File: src/core/wsi_pkg.sv
/*
  wsi_pkg: constants for the wake signalling and bus isolation block.
  assumes a single 25 MHz clock and AXI4-Lite register access.
*/
package wsi_pkg;
  // register byte offsets
  localparam logic [7:0] OFF_CTRL     = 8'h00;
  localparam logic [7:0] OFF_STATUS   = 8'h04;
  localparam logic [7:0] OFF_INT_STAT = 8'h08;
  localparam logic [7:0] OFF_INT_MASK = 8'h0C;
  localparam logic [7:0] OFF_EVENT    = 8'h10;
  localparam logic [7:0] OFF_PM_CAP   = 8'h14;
  // control register fields
  localparam int CTRL_WAKE_ACTIVE = 0;  // wake_active_level: 1 low style
  localparam int CTRL_WAKE_PULSE  = 1;  // wake_pulse_select: 1 pulse style
  localparam int CTRL_WAKE_GATE   = 2;  // wake_event_gate
  localparam int CTRL_CARDBUS     = 3;  // cardbus_mode_enable
  localparam int CTRL_PME_ENABLE  = 4;
  localparam int CTRL_WIDTH       = 5;
  localparam logic [4:0] CTRL_RESET = 5'h10;
  // event register fields (write 1 to raise / clear pending event)
  localparam int EV_FORCE = 0;
  localparam int EV_CLEAR = 1;
  // interrupt status bits
  localparam int IRQ_WAKE_PKT = 0;
  localparam int IRQ_LINK_CHG = 1;
  localparam int IRQ_PME      = 2;
  localparam int IRQ_WIDTH    = 3;
  // pm capability: bits 15, 14 and 11 set while aux power is present
  localparam logic [15:0] PM_CAP_AUX = 16'hC800;
  localparam logic [15:0] PM_CAP_NOAUX = 16'h0000;
  // wake pulse length
  localparam int PULSE_NS     = 1000;
  localparam int CLK_NS       = 40;
  localparam int PULSE_CYCLES = (PULSE_NS + CLK_NS - 1) / CLK_NS;
  localparam int CNT_W        = 8;
  // auxiliary power-on reset stretch
  localparam int AUX_RST_CYCLES = 16;
  // axi responses
  localparam logic [1:0] RESP_OKAY   = 2'b00;
  localparam logic [1:0] RESP_SLVERR = 2'b10;
endpackage : wsi_pkg

File: src/core/wsi_top.sv
/*
  wsi_top: wake output, power event request and bus isolation logic with
  an AXI4-Lite register slave and a level interrupt.
  assumes bus_isolate_n and link events are synchronous to clk; aux_power_ok
  comes from an analog detector and is synchronised here.
*/
// Added by the designer: register access over AXI4-Lite and the placing of the registers.
// Functional notes
// power event request is open-drain, active low
// isolate floats bus outputs, ignores bus inputs
// wake output has four styles, default high
// gate clear: wake and request assert together
// gate set: wake needs request and isolate
// cardbus mode: status change active high
// cardbus mode ignores level, pattern, gate
// aux power generates internal reset itself
// aux only: stay armed for wake events
// aux detect sets pm capability bits
// host runs wake sequence on wake output
// pulse styles give one fixed-length pulse
`timescale 1ns/1ps
module wsi_top
  import wsi_pkg::*;
(
  // clock and reset
  input  wire logic        clk,
  input  wire logic        sys_rst,
  // axi4-lite write address
  input  wire logic [7:0]  s_axi_awaddr,
  input  wire logic        s_axi_awvalid,
  output logic             s_axi_awready,
  // axi4-lite write data
  input  wire logic [31:0] s_axi_wdata,
  input  wire logic [3:0]  s_axi_wstrb,
  input  wire logic        s_axi_wvalid,
  output logic             s_axi_wready,
  // axi4-lite write response
  output logic [1:0]       s_axi_bresp,
  output logic             s_axi_bvalid,
  input  wire logic        s_axi_bready,
  // axi4-lite read address
  input  wire logic [7:0]  s_axi_araddr,
  input  wire logic        s_axi_arvalid,
  output logic             s_axi_arready,
  // axi4-lite read data
  output logic [31:0]      s_axi_rdata,
  output logic [1:0]       s_axi_rresp,
  output logic             s_axi_rvalid,
  input  wire logic        s_axi_rready,
  // power and wake sources
  input  wire logic        aux_power_ok,
  input  wire logic        main_power_ok,
  input  wire logic        wake_packet_seen,
  input  wire logic        link_change_seen,
  // isolation and bus side
  input  wire logic        bus_isolate_n,
  input  wire logic        bus_rst_n,
  output logic             bus_out_enable_n,
  output logic             bus_in_accept,
  // power event request pin (open drain)
  output logic             power_event_request_n_out,
  output logic             power_event_request_n_oe,
  // board wake / status change pin
  output logic             board_wake_out,
  // interrupt
  output logic             irq
);
  // auxiliary power reset
  logic                    aux_sync;
  logic                    aux_prev;
  logic [CNT_W-1:0]        aux_rst_cnt;
  logic                    int_rst;
  // registers
  logic [CTRL_WIDTH-1:0]   ctrl;
  logic [IRQ_WIDTH-1:0]    int_stat;
  logic [IRQ_WIDTH-1:0]    int_mask;
  logic                    pme_pending;
  logic [15:0]             pm_cap;
  // axi state
  logic                    aw_held;
  logic                    w_held;
  logic [7:0]              aw_addr;
  logic [31:0]             w_data;
  logic [3:0]              w_strb;

  wsi_sync u_aux_sync (
    .clk     (clk),
    .sys_rst (sys_rst),
    .din     (aux_power_ok),
    .dout    (aux_sync)
  );

  // internal reset stretched after aux power rises, no bus reset needed
  wire aux_rise = aux_sync && !aux_prev;
  always_ff @(posedge clk or posedge sys_rst) begin
    if (sys_rst) begin
      aux_prev    <= 1'b0;
      aux_rst_cnt <= CNT_W'(AUX_RST_CYCLES);
      int_rst     <= 1'b1;
    end else begin
      aux_prev <= aux_sync;
      if (aux_rise) begin
        aux_rst_cnt <= CNT_W'(AUX_RST_CYCLES);
        int_rst     <= 1'b1;
      end else if (aux_rst_cnt != '0) begin
        aux_rst_cnt <= aux_rst_cnt - CNT_W'(1);
        int_rst     <= 1'b1;
      end else begin
        int_rst <= 1'b0;
      end
    end
  end

  // isolation: bus reset and bus inputs are ignored while isolated
  wire isolated     = !bus_isolate_n;
  wire bus_rst_used = !bus_rst_n && !isolated;
  wire soft_rst     = int_rst || bus_rst_used;

  // wake sources are armed whenever aux power holds, main power or not
  wire armed     = aux_sync || main_power_ok;
  wire ev_packet = armed && wake_packet_seen;
  wire ev_link   = armed && link_change_seen;

  // axi write decode
  wire wr_fire   = aw_held && w_held && !s_axi_bvalid;
  wire wr_ctrl   = wr_fire && (aw_addr == OFF_CTRL) && w_strb[0];
  wire wr_mask   = wr_fire && (aw_addr == OFF_INT_MASK) && w_strb[0];
  wire wr_event  = wr_fire && (aw_addr == OFF_EVENT) && w_strb[0];
  wire wr_known  = (aw_addr == OFF_CTRL) || (aw_addr == OFF_INT_MASK)
                || (aw_addr == OFF_EVENT) || (aw_addr == OFF_STATUS)
                || (aw_addr == OFF_INT_STAT) || (aw_addr == OFF_PM_CAP);
  wire ev_force  = wr_event && w_data[EV_FORCE];
  wire ev_clear  = wr_event && w_data[EV_CLEAR];

  // axi read decode
  wire rd_fire   = s_axi_arvalid && s_axi_arready;
  wire rd_known  = (s_axi_araddr == OFF_CTRL) || (s_axi_araddr == OFF_INT_MASK)
                || (s_axi_araddr == OFF_EVENT) || (s_axi_araddr == OFF_STATUS)
                || (s_axi_araddr == OFF_INT_STAT) || (s_axi_araddr == OFF_PM_CAP);
  wire rd_istat  = rd_fire && (s_axi_araddr == OFF_INT_STAT);
  wire [31:0] status_word = {24'h0000_00, 1'b0, isolated, main_power_ok,
                             aux_sync, board_wake_out, !power_event_request_n_oe,
                             pme_pending, int_rst};
  wire [31:0] rd_word =
      (s_axi_araddr == OFF_CTRL)     ? {27'h000_0000, ctrl}     :
      (s_axi_araddr == OFF_STATUS)   ? status_word              :
      (s_axi_araddr == OFF_INT_STAT) ? {29'h0000_0000, int_stat} :
      (s_axi_araddr == OFF_INT_MASK) ? {29'h0000_0000, int_mask} :
      (s_axi_araddr == OFF_PM_CAP)   ? {16'h0000, pm_cap}       :
                                       32'h0000_0000;

  // power management event pending until cleared by software
  wire pme_event = ctrl[CTRL_PME_ENABLE] && (ev_packet || ev_link || ev_force);
  wire next_pme  = pme_event || (pme_pending && !ev_clear);

  // wake output styling
  wire wake_cond  = ctrl[CTRL_WAKE_GATE] ? (pme_pending && isolated)
                                         : pme_pending;
  wire pulse_on;
  wire wake_idle  = ctrl[CTRL_WAKE_ACTIVE];
  wire wake_level = ctrl[CTRL_WAKE_PULSE] ? pulse_on : wake_cond;
  wire wake_pin   = ctrl[CTRL_CARDBUS] ? pme_pending
                                       : (wake_level ^ wake_idle);
  logic wake_cond_q;
  wire  pulse_start = wake_cond && !wake_cond_q;

  wsi_pulse u_pulse (
    .clk     (clk),
    .sys_rst (sys_rst),
    .start   (pulse_start),
    .active  (pulse_on)
  );

  // register file and event flags
  always_ff @(posedge clk or posedge sys_rst) begin
    if (sys_rst) begin
      ctrl        <= CTRL_RESET;
      int_mask    <= '0;
      int_stat    <= '0;
      pme_pending <= 1'b0;
      pm_cap      <= PM_CAP_NOAUX;
      wake_cond_q <= 1'b0;
    end else if (soft_rst) begin
      ctrl        <= CTRL_RESET;
      int_mask    <= '0;
      int_stat    <= '0;
      pme_pending <= 1'b0;
      pm_cap      <= aux_sync ? PM_CAP_AUX : PM_CAP_NOAUX;
      wake_cond_q <= 1'b0;
    end else begin
      if (wr_ctrl) begin
        ctrl <= w_data[CTRL_WIDTH-1:0];
      end
      if (wr_mask) begin
        int_mask <= w_data[IRQ_WIDTH-1:0];
      end
      pm_cap      <= aux_sync ? PM_CAP_AUX : PM_CAP_NOAUX;
      pme_pending <= next_pme;
      wake_cond_q <= wake_cond;
      // set wins over read clear
      int_stat <= (rd_istat ? '0 : int_stat)
                | {pme_event, ev_link, ev_packet};
    end
  end

  // pins, all straight from flip-flops
  always_ff @(posedge clk or posedge sys_rst) begin
    if (sys_rst) begin
      power_event_request_n_out <= 1'b0;
      power_event_request_n_oe  <= 1'b1;
      board_wake_out            <= 1'b0;
      bus_out_enable_n          <= 1'b1;
      bus_in_accept             <= 1'b0;
      irq                       <= 1'b0;
    end else begin
      power_event_request_n_out <= 1'b0;
      power_event_request_n_oe  <= !pme_pending;
      board_wake_out            <= wake_pin;
      bus_out_enable_n          <= isolated || int_rst;
      bus_in_accept             <= !isolated && !int_rst;
      irq                       <= |(int_stat & int_mask);
    end
  end

  // axi write channel: address and data taken in either order
  always_ff @(posedge clk or posedge sys_rst) begin
    if (sys_rst) begin
      aw_held       <= 1'b0;
      w_held        <= 1'b0;
      aw_addr       <= '0;
      w_data        <= '0;
      w_strb        <= '0;
      s_axi_awready <= 1'b0;
      s_axi_wready  <= 1'b0;
      s_axi_bvalid  <= 1'b0;
      s_axi_bresp   <= RESP_OKAY;
    end else begin
      s_axi_awready <= !aw_held && !s_axi_awready && s_axi_awvalid;
      s_axi_wready  <= !w_held && !s_axi_wready && s_axi_wvalid;
      if (s_axi_awvalid && s_axi_awready) begin
        aw_held <= 1'b1;
        aw_addr <= s_axi_awaddr;
      end
      if (s_axi_wvalid && s_axi_wready) begin
        w_held <= 1'b1;
        w_data <= s_axi_wdata;
        w_strb <= s_axi_wstrb;
      end
      if (wr_fire) begin
        s_axi_bvalid <= 1'b1;
        s_axi_bresp  <= wr_known ? RESP_OKAY : RESP_SLVERR;
        aw_held      <= 1'b0;
        w_held       <= 1'b0;
      end else if (s_axi_bvalid && s_axi_bready) begin
        s_axi_bvalid <= 1'b0;
      end
    end
  end

  // axi read channel
  always_ff @(posedge clk or posedge sys_rst) begin
    if (sys_rst) begin
      s_axi_arready <= 1'b0;
      s_axi_rvalid  <= 1'b0;
      s_axi_rdata   <= '0;
      s_axi_rresp   <= RESP_OKAY;
    end else begin
      s_axi_arready <= !s_axi_arready && !s_axi_rvalid && s_axi_arvalid;
      if (rd_fire) begin
        s_axi_rvalid <= 1'b1;
        s_axi_rdata  <= rd_word;
        s_axi_rresp  <= rd_known ? RESP_OKAY : RESP_SLVERR;
      end else if (s_axi_rvalid && s_axi_rready) begin
        s_axi_rvalid <= 1'b0;
      end
    end
  end
endmodule : wsi_top

File: src/core/wsi_sync.sv
/*
  wsi_sync: two-flop level synchroniser with constant reset value.
  assumes the input may be asynchronous to clk.
*/
`timescale 1ns/1ps
module wsi_sync (
  // clock and reset
  input  wire logic clk,
  input  wire logic sys_rst,
  // level in and out
  input  wire logic din,
  output logic      dout
);
  logic stage1;
  always_ff @(posedge clk or posedge sys_rst) begin
    if (sys_rst) begin
      stage1 <= 1'b0;
      dout   <= 1'b0;
    end else begin
      stage1 <= din;
      dout   <= stage1;
    end
  end
endmodule : wsi_sync

File: src/core/wsi_pulse.sv
/*
  wsi_pulse: fixed-length pulse generator started by a one-cycle trigger.
  assumes trigger is synchronous; retriggers while busy are ignored.
*/
`timescale 1ns/1ps
module wsi_pulse
  import wsi_pkg::*;
(
  // clock and reset
  input  wire logic clk,
  input  wire logic sys_rst,
  // control
  input  wire logic start,
  output logic      active
);
  logic [CNT_W-1:0] count;
  wire              done = (count == CNT_W'(1));
  always_ff @(posedge clk or posedge sys_rst) begin
    if (sys_rst) begin
      count  <= '0;
      active <= 1'b0;
    end else if (start && !active) begin
      count  <= CNT_W'(PULSE_CYCLES);
      active <= 1'b1;
    end else if (active) begin
      count  <= count - CNT_W'(1);
      active <= !done;
    end
  end
endmodule : wsi_pulse

File: config.mk
export PLATFORM = sky130hd
export DESIGN_NAME = wsi_top
export DESIGN_NICKNAME = d
export VERILOG_FILES = /design/src/core/wsi_pkg.sv /design/src/core/wsi_top.sv /design/src/core/wsi_sync.sv /design/src/core/wsi_pulse.sv
export SDC_FILE = /design/constraint.sdc
export NUM_CORES = 1
export LEC_CHECK = 0
export ABC_CLOCK_PERIOD_IN_PS = 3880
export BUFFER_PORTS_ARGS = -buffer_cell sky130_fd_sc_hd__buf_4
export CAP_MARGIN = 20
export CORE_ASPECT_RATIO = 1.2
export CORE_MARGIN = 10
export CORE_UTILIZATION = 40
export DETAILED_ROUTE_END_ITERATION = 6
export PLACE_DENSITY = 0.73
export REMOVE_ABC_BUFFERS = 1
export SYNTH_ARGS = -nofsm -noshare
export SYNTH_HDL_FRONTEND = slang
export SYNTH_HIERARCHICAL = 1
export SYNTH_SLANG_ARGS = --single-unit
File: constraint.sdc
create_clock -name clk -period 3.88 [get_ports clk]
set_clock_uncertainty 0.05 [all_clocks]
set_input_delay 0 -clock clk [delete_from_list [all_inputs] [get_ports clk]]
set_output_delay 0 -clock clk [all_outputs]
set_load 0.01 [all_outputs]
; ---- Yosys cells after proc, flatten, opt, wreduce, memory -nomap -nowiden
; Cells that the tools add are included.
[word_totals]
reg_bits = 112
in_bits = 65
output_inout_bits = 47
wordCells = 159
[op_classes]
n_addsub = 2
n_eq_ne = 11
n_mux = 35
n_bitwise = 3
n_reduce_logical = 77
[ops]
columns = operator, n
row1 = $mux W16, 6
row2 = $eq A8 B4 Y1 const B, 4
row3 = $eq A8 B5 Y1 const B, 4
row4 = $logic_and A1 B1 Y1, 32
row5 = $mux W8, 4
row6 = $logic_not A1 Y1, 17
row7 = $mux W1, 17
row8 = $eq A8 B3 Y1 const B, 2
row9 = $logic_not A8 Y1, 2
row10 = $logic_or A1 B1 Y1, 16
row11 = $reduce_bool A2 Y1, 8
row12 = $sub A8 B1 Y8 const B, 2
row13 = $mux W3, 4
row14 = $mux W5, 2
row15 = $eq A8 B1 Y1 const B, 1
row16 = $reduce_bool A8 Y1, 1
row17 = $mux W2, 2
row18 = $and A3 B3 Y3, 1
row19 = $or A3 B3 Y3, 1
row20 = $reduce_or A3 Y1, 1
row21 = $xor A1 B1 Y1, 1

; ---- Depth between registers and ports, before layout
; Gate-level depths: netlist (run 1).
[logic_depth]
word_depth = 9
ltp_mapped = 6
mapped_depth_nobuf = 6

; ---- Hierarchy
; Netlist (run 1), hierarchy kept.
[modules_own_cells]
columns = mod, n_inst, cells_each, area_each_um2, seq_area_each_um2
row1 = wsi_top, 1, 249, 2832.7, 1482.7
row2 = wsi_pulse, 1, 48, 479.2, 225.2
row3 = wsi_sync, 1, 3, 53.8, 50.0

; ---- Worst setup path after synthesis (run 1)
; No wires, ideal clock.
[synth_path]
kind = reg-to-reg
from = reg aw_addr[2]
to = reg ctrl[0]
setup_time_ns = 0.130
arrival_ns = 1.657
required_ns = 3.700
setup_slack_ns = 2.043
stages_incl_launch_ff = 5
n_path_buf = 0
synth_period_minus_slack_ns = 1.837
path_cell_list = dfrtp_1 or4b_2 nor4_4 mux2i_1 nor2_1
[synth_between]
elab_chain_cells = 4
[synth_rtl]
columns = element, line
row1 = from (decl), wsi_top.sv:82  ; logic [7:0] aw_addr;
row2 = from (signal assigned), wsi_top.sv:242  ; aw_addr <= s_axi_awaddr;
row3 = $logic_not A8 Y1, wsi_top.sv:126  ; wire wr_ctrl = wr_fire && (aw_addr == OFF_CTRL) && w_strb[0];
row4 = $logic_and A1 B1 Y1 (2 in a row), wsi_top.sv:126
row5 = $reduce_bool A2 Y1 (no source line), --
row6 = to (signal assigned), wsi_top.sv:192  ; ctrl <= w_data[CTRL_WIDTH-1:0];
row7 = to (decl), wsi_top.sv:74  ; logic [CTRL_WIDTH-1:0] ctrl;
; Every way passes these cells.
; A chain may end at the register's enable or synchronous reset.

; ---- Worst setup path in the final report (run 1)
[layout_path]
from = reg s_axi_arready
to = reg s_axi_rdata[5]
[layout_between]
elab_chain_cells = 1
[layout_rtl]
columns = element, line
row1 = from (decl), wsi_top.sv:44  ; output logic s_axi_arready,
row2 = from (signal assigned), wsi_top.sv:268  ; s_axi_arready <= !s_axi_arready && !s_axi_rvalid && s_axi_arvalid;
row3 = $logic_and A1 B1 Y1, wsi_top.sv:136  ; wire rd_fire = s_axi_arvalid && s_axi_arready;
row4 = to (signal assigned), wsi_top.sv:271  ; s_axi_rdata <= rd_word;
row5 = to (decl), wsi_top.sv:46  ; output logic [31:0] s_axi_rdata,
; Every way passes these cells.

==> results.md, run 1 <==
- PwrDens: between 500 and 600 mW/mm^2
- Worst endpoint data arrival time: 2.59 ns
- Setup bufs post-CTS: 0
- Clk_lat worst skew: about 0.34 ns
- Seq pwr share: 44.6%
- Max Slew Vio Count: 0
- Area Overhead vs Synth: 30.0%
- Die Wd: roughly 100 um
- DRC Markers: 0
- Dpl cells: 461
- TritonCTS clock tree: done
- Via count: about 2,500
- CP max stage cell: or4_4
- Internal Power: roughly 1.8 mW
- Dominant synthesized flop cell: dfrtp_1
- Min Clock Period, post-route: ~2.4 ns
- Clock Sinks: 70
- Largest net degree at the start of global routing: 43
- Status: finished, final reports clean
- Non-Filler Instances: ~510
- Setup TNS Final: 0 ns
- Post-synth ARST share: between 90% and 100%
- Clock Path Buffers: 2
- Max_cap viols: 0
- Leakage power: about 2.0 nW
- Kind of critical path: reg2reg
- Comb pwr share: between 20% and 30%
- Root Driver: clkbuf_8
- Fin. Hold Viols: 0
- Peak Freq: approximately 420 MHz
- Number of synthesized flops with an enable pin: 0
- First-pass GRT wire length: between 10 and 15 mm
- Initial DRC count: 65
- Peak VDD IR: 0.331 mV
- Max transition margin: 63.4%
- Hold/Removal Path Class: in2reg
- CP startpoint kind: register
- Avg Inst Size Synth: approximately 11 um^2
- Filler cell count: around 730
- ANT nets after route: 0
- Sw Share: 30.8%
- Routed WL: 7.49 mm
- Clock Power Share: a little under a third
- Psw: ~0.79 mW
- PortBufs: 56
- Gp weighted congestion: around 0.84
- CTS HTree Levels: 3
- Worst Path Max Fanout: 13
- Placement Rows: 36
- Clock Pin Slew Worst Setup and Hold Paths: ~0.08 ns
- Synth Register Bits: 70
- Sequential fraction of the synthesis area: between 50% and 60%
- Detailed Place HPWL: between 5 and 6 mm
- Layout Nets: 458
- GRT Util Overall: around an eighth
- Netlist Area Pre-Place: roughly 0.0034 mm^2
- Worst Path Required: 4.11 ns
- Die footprint: 0.0125 mm^2
- Worst Tran Pin Value: 0.544 ns
- CP max stage delay: ~0.6 ns
- Commonest non-fill, non-tap cell in the layout: dfrtp_1
- Starting Density: around two fifths
- Critical Path End Type: register
- Synth warn: 6
- FF/Latch Area: 0.00176 mm^2
- GRT overflow: 0
- Routed len/inst: ~15 um
- Ordered cell list for the critical path: nand2_1 -> or4_4 -> nor2_1 -> a32o_1 -> dlygate4sd3_1
- Die height: between 100 and 150 um
- Pre-Repair DR Iteration Count: 4
- Mapped Cells: 300
- Netlist cell types: 51
- Proportion of layout cells with a drive suffix above 1: a little over a quarter
- I/O Pins: 112
- Post-DR vias/cell: 4.88
- Footprint of the multi-input gates: between 0.001 and 0.0015 mm^2
- Core ar.: 0.00815 mm^2
- RSZ-0062 raised after global routing: no
- CTS buffer count: 9
- Period utilization: about three fifths
- Diodes inserted: 0
- Antenna violations before repair: 0
- Final setup viols: 0
- Vias in the first global route: 2,553
- Commonest non-fill, non-tap cells in the layout: 65 x dfrtp_1, 57 x buf_4, 31 x dlygate4sd3_1
## sequential cells by signal, indices dropped and copies added (netlist names), 3 cells and up
name,cells
aux_rst_cnt,8
s_axi_rdata,8
ctrl,5
w_data,5
int_mask,3
aw_addr,8
u_pulse/count,8
int_stat,3
## Yosys cell counts, types with 3 or more instances
cell type  count  area (um^2)
dfstp_2        5          131
a22o_1         4         35.0
mux2_2        16          180
clkbuf_1       6         22.5
nor2b_1        4         25.0
inv_1         21         78.8
nand2b_1       7         43.8
ha_1           4         50.1
a21oi_1        7         35.0
or4_4          4         45.0
xor2_1         3         26.3
a21boi_0       3         22.5
o41ai_1        3         26.3
a211oi_1       3         22.5
dfrtp_1       65         1630
o21ai_0       13         65.1
nor3b_1        3         22.5
nor3_1         4         20.0
nor2_1        24         90.1
buf_4         27          203
nand2_1       19         71.3
o31ai_1        5         37.5
o211ai_1       4         30.0
mux2i_1       10          100
## cell type report
| class | instances | share of cell area (%) |
|---|---|---|
| flip-flops and latches | 70 | 40.2 |
| multi-input cells | 199 | 31.7 |
| repair buffers | 88 | 16.9 |
| well taps | 114 | 3.26 |
| clock buffers | 10 | 3.14 |
| clock inverters | 6 | 3.03 |
| inverters | 21 | 1.80 |
## critical path: cells and delay by family, from the launching register on
family                 cells  cell delay, ns
AND/OR/NAND/NOR            3            1.11
buffers and inverters      1            0.56
flip-flops                 1            0.37
AO/OA/AOI/OAI              1            0.21
## cells by family (layout without fill, tap and decap cells)
| logic type | Yosys count | after routing | share of synthesized area (%) |
|---|---|---|---|
| simple gates | 81 | 81 | 14.1 |
| flops | 70 | 70 | 52.2 |
| compound gates | 56 | 56 | 12.0 |
| buf+inv | 55 | 125 | 9.18 |
| mux | 28 | 28 | 9.67 |
| xor+xnor | 5 | 5 | 1.30 |
| fa+ha+maj | 4 | 4 | 1.49 |
| other cells | 1 | 25 | 0.111 |
## through the flow
step / worst slack (ns) / area [um^2] / power [mW] / hold WS [ns] / utilization (%)
4_1_cts: 1.57 / 4380 / 2.60 / 0.0230 / 53.7
2_1_floorplan: 2.05 / 3230 / 1.57 / -0.309 / -
3_3_place_gp: 1.89 / 3800 / 1.75 / -0.154 / 46.6
6_report: 1.51 / 4380 / 2.57 / 0.0429 / 53.7
5_1_grt: 1.36 / 4380 / 2.76 / 0.0601 / 53.7
3_5_place_dp: 1.86 / 3800 / 1.79 / -0.153 / 46.6
## worst paths after layout
check / startpoint / endpoint / slack, ns / cells past startpoint
worst max register to register: s_axi_arready / s_axi_rdata[5] / 1.51 / 5
worst min-delay path: bus_rst_n / ctrl[4] / 0.04 / 4
min in group asynchronous: sys_rst / u_aux_sync/stage1 / 0.05 / 3
max in group asynchronous: sys_rst / aux_rst_cnt[4] / 2.76 / 4
worst max-delay path: s_axi_arready / s_axi_rdata[5] / 1.51 / 5
worst min register to register: u_aux_sync/stage1 / u_aux_sync/dout / 0.31 / 0
## power by group through the flow
| stage | registers, mW | clock network [mW] | logic (mW) |
|---|---|---|---|
| after floorplan | 1.12 | 0 | 0.458 |
| after global placement | 1.15 | 0 | 0.600 |
| after detailed placement | 1.16 | 0 | 0.627 |
| after CTS | 1.15 | 0.802 | 0.652 |
| after global routing | 1.19 | 0.836 | 0.735 |
| final | 1.15 | 0.783 | 0.641 |
## layer usage
layer,vias to the layer above,routed length [um],global-route usage [%]
li1,1185,-,-
met3,14,264,2.76
met4,0,134,5.84
met2,54,4040,21.3
met1,1226,3050,13.9
met5,-,0,0
## what timing repair did
action                    4_1_cts  5_1_grt
hold buffers                   31        0
hold endpoints to repair       61        0
gates resized for setup         0        0
No activity file was read; power rests on OpenSTA's default activity.
==> run 2: changes to the inputs <==
--- a/config.mk
+++ b/config.mk
@@ -5,7 +5,7 @@
 export SDC_FILE = /design/constraint.sdc
 export NUM_CORES = 1
 export LEC_CHECK = 0
-export ABC_CLOCK_PERIOD_IN_PS = 3880
+export ABC_CLOCK_PERIOD_IN_PS = 2250
 export BUFFER_PORTS_ARGS = -buffer_cell sky130_fd_sc_hd__buf_4
 export CAP_MARGIN = 20
 export CORE_ASPECT_RATIO = 1.2
==> constraint.sdc (replaced) <==
create_clock -name clk -period 2.25 [get_ports clk]
set_clock_uncertainty 0.05 [all_clocks]
set_input_delay 0 -clock clk [delete_from_list [all_inputs] [get_ports clk]]
set_output_delay 0 -clock clk [all_outputs]
set_load 0.01 [all_outputs]
==> run 2 against run 1 <==
Compared with the run above: fmax is 10% higher; cell count is 0.20% higher; non-clock buffer count increased by 1; global-route usage increased by 0.26 points; utilization down 0.20 points.
==> results.md, run 2 (synthesized netlist as in run 1, its figures left out) <==
- Layout Nets: 459 (+0.22%)
- Hold/Removal Path Class: in2reg
- GRT Util Overall: 12.5% (+0.26 points)
- Die height: 120 um (unchanged)
- Setup bufs post-CTS: 0 (unchanged)
- Max Slew Vio Count: 0 (unchanged)
- Commonest non-fill, non-tap cell in the layout: dfrtp_1
- Sw Share: 31.7% (+0.89 points)
- Die Wd: 104 um (unchanged)
- Fin. Hold Viols: 0 (unchanged)
- Final Power: 4.26 mW (+66%)
- Root Driver: clkbuf_8
- Seq pwr share: 46.5% (+1.9 points)
- Clock Sinks: 70 (unchanged)
- Non-Filler Instances: 509 (+0.20%)
- Starting Density: 41.3% (unchanged)
- Kind of critical path: reg2reg
- Area Overhead vs Synth: 29.6%
- Setup TNS Final: 0 ns (unchanged)
- Internal Power: 2.91 mW (+64%)
- Min Clock Period, post-route: 2.15 ns (-0.215 ns)
- Commonest non-fill, non-tap cells in the layout: 65 x dfrtp_1, 57 x buf_4, 31 x dlygate4sd3_1
- Comb pwr share: 26.4% (+1.5 points)
- GRT overflow: 0 (unchanged)
- Peak VDD IR: 0.472 mV (+43%)
- Hold buffers post-CTS: 31 (unchanged)
- Worst Path Required: 2.47 ns (-1.64 ns)
- Largest net degree at the start of global routing: 44 (+2.3%)
- Diodes inserted: 0 (unchanged)
- Max_cap viols: 0 (unchanged)
- I/O Pins: 112 (unchanged)
- CTS HTree Levels: 3 (unchanged)
- Initial DRC count: 79 (+22%)
- Status: finished, final reports clean
- Worst endpoint data arrival time: 2.37 ns (-0.22 ns)
- Vias in the first global route: 2,700 (+5.8%)
- PostCTS Resize Cnt: 0 (unchanged)
- CP startpoint kind: register
- First-pass GRT wire length: 13.1 mm (+4.1%)
- Clk_lat worst skew: 0.34 ns (about the same)
- Via count: 2,500 (+0.85%)
- Worst Tran Pin Value: 0.537 ns (-0.00693 ns)
- PortBufs: 56 (unchanged)
- Detailed Place HPWL: 5.73 mm (+2.9%)
- Filler cell count: 704 (-3.4%)
- Critical Path End Type: register
- Die footprint: 0.0125 mm^2 (unchanged)
- Gp weighted congestion: 0.807 (-3.4%)
- ANT nets after route: 0 (unchanged)
- Worst Path Max Fanout: 5 (-8)
- Period utilization: 95.5% (+35 points)
- FF/Latch Area: 0.00176 mm^2 (unchanged)
- Psw: 1.35 mW (+71%)
- DRC Markers: 0 (unchanged)
- Placed cell area: 0.00382 mm^2 (+0.53%)
- Post-DR vias/cell: 4.91 (+0.65%)
- Antenna violations before repair: 0 (unchanged)
- Finished Cell Area: 0.00436 mm^2 (-0.37%)
- CTS buffer count: 9 (unchanged)
- Core ar.: 0.00815 mm^2 (unchanged)
- Final setup viols: 0 (unchanged)
- Clock Power Share: 27.1% (-3.4 points)
- Pre-Repair DR Iteration Count: 4 (unchanged)
- Max transition margin: 63.9% (+0.40 points)
- Routed len/inst: 15.1 um (+2.8%)
- PwrDens: 977 mW/mm^2 (+66%)
- Dpl cells: 462 (+0.22%)
- Peak Freq: 465 MHz (+10%)
- Proportion of layout cells with a drive suffix above 1: 27.3% (-0.069 points)
- Routed WL: 7.71 mm (+3.0%)
- Footprint of the multi-input gates: 0.00139 mm^2 (unchanged)
- Clock Path Buffers: 2 (unchanged)
- RSZ-0062 raised after global routing: no
- Placement Rows: 36 (unchanged)
- TritonCTS clock tree: done
- Leakage power: 2.02 nW (-0.19%)
- Clock Pin Slew Worst Setup and Hold Paths: 0.07 ns (about the same)
run 2: cell count changes in the layout (fill, tap and decap cells not counted):
| cell | previous run | this run |
|---|---|---|
| buf_12 | 0 | 1 |
| bufinv_16 | 4 | 2 |
| clkbuf_1 | 0 | 1 |
| clkbuf_8 | 10 | 12 |
| clkinvlp_4 | 1 | 0 |
run 2: stage by stage:
step,worst slack [ns],utilization [%],hold slack (ns)
final,0.100,53.5,0.0276
after floorplan,0.417,-,-0.309
after global routing,0.0321,53.5,0.0453
after detailed placement,0.218,46.8,-0.152
after global placement,0.276,46.8,-0.153
after CTS,0.145,53.5,0.00129
run 2: metal layers:
| metal | part of all wire (%) | global-route usage, % | wire, um | up-vias |
|---|---|---|---|---|
| met1 | 39 | 13.2 | 3030 | 1256 |
| met4 | 1.1 | 4.44 | 81 | 0 |
| met2 | 56 | 23.3 | 4340 | 51 |
| met5 | 0 | 0 | 0 | - |
| met3 | 3.3 | 3.40 | 257 | 5 |
| li1 | - | - | - | 1188 |
run 2: layout make-up:
type	instances	share of cell area, %
Timing Repair Buffer	89	17.4
Sequential cell	70	40.3
Tap cell	114	3.27
Clock buffer	13	3.87
Clock inverter	3	1.49
Multi-Input combinational cell	199	31.9
Inverter	21	1.81
run 2: critical path, stage by stage (launching register included):
cell	delay, ns
dfrtp_1	0.39
nand2_1	0.09
or4_4	0.52
nor2_1	0.27
a32o_1	0.21
dlygate4sd3_1	0.54
run 2: path summary, 6_finish.rpt:
check	slack, ns	depth (start not counted)	startpoint	to
max in group asynchronous	1.36	4	sys_rst	aux_rst_cnt[4]
worst min-delay path	0.03	4	bus_rst_n	ctrl[4]
worst max-delay path	0.10	5	s_axi_arready	s_axi_rdata[5]
min in group asynchronous	0.05	3	sys_rst	u_aux_sync/dout
worst min register to register	0.30	0	u_aux_sync/stage1	u_aux_sync/dout
worst max register to register	0.10	5	s_axi_arready	s_axi_rdata[5]
run 2: power groups by stage:
stage          clock (mW)  combinational, mW  sequential [mW]
3_5_place_dp            0               1.09             2.00
6_report             1.15               1.12             1.98
5_1_grt              1.24               1.28             2.04
4_1_cts              1.19               1.14             1.98
2_1_floorplan           0              0.790             1.92
3_3_place_gp            0               1.04             1.98
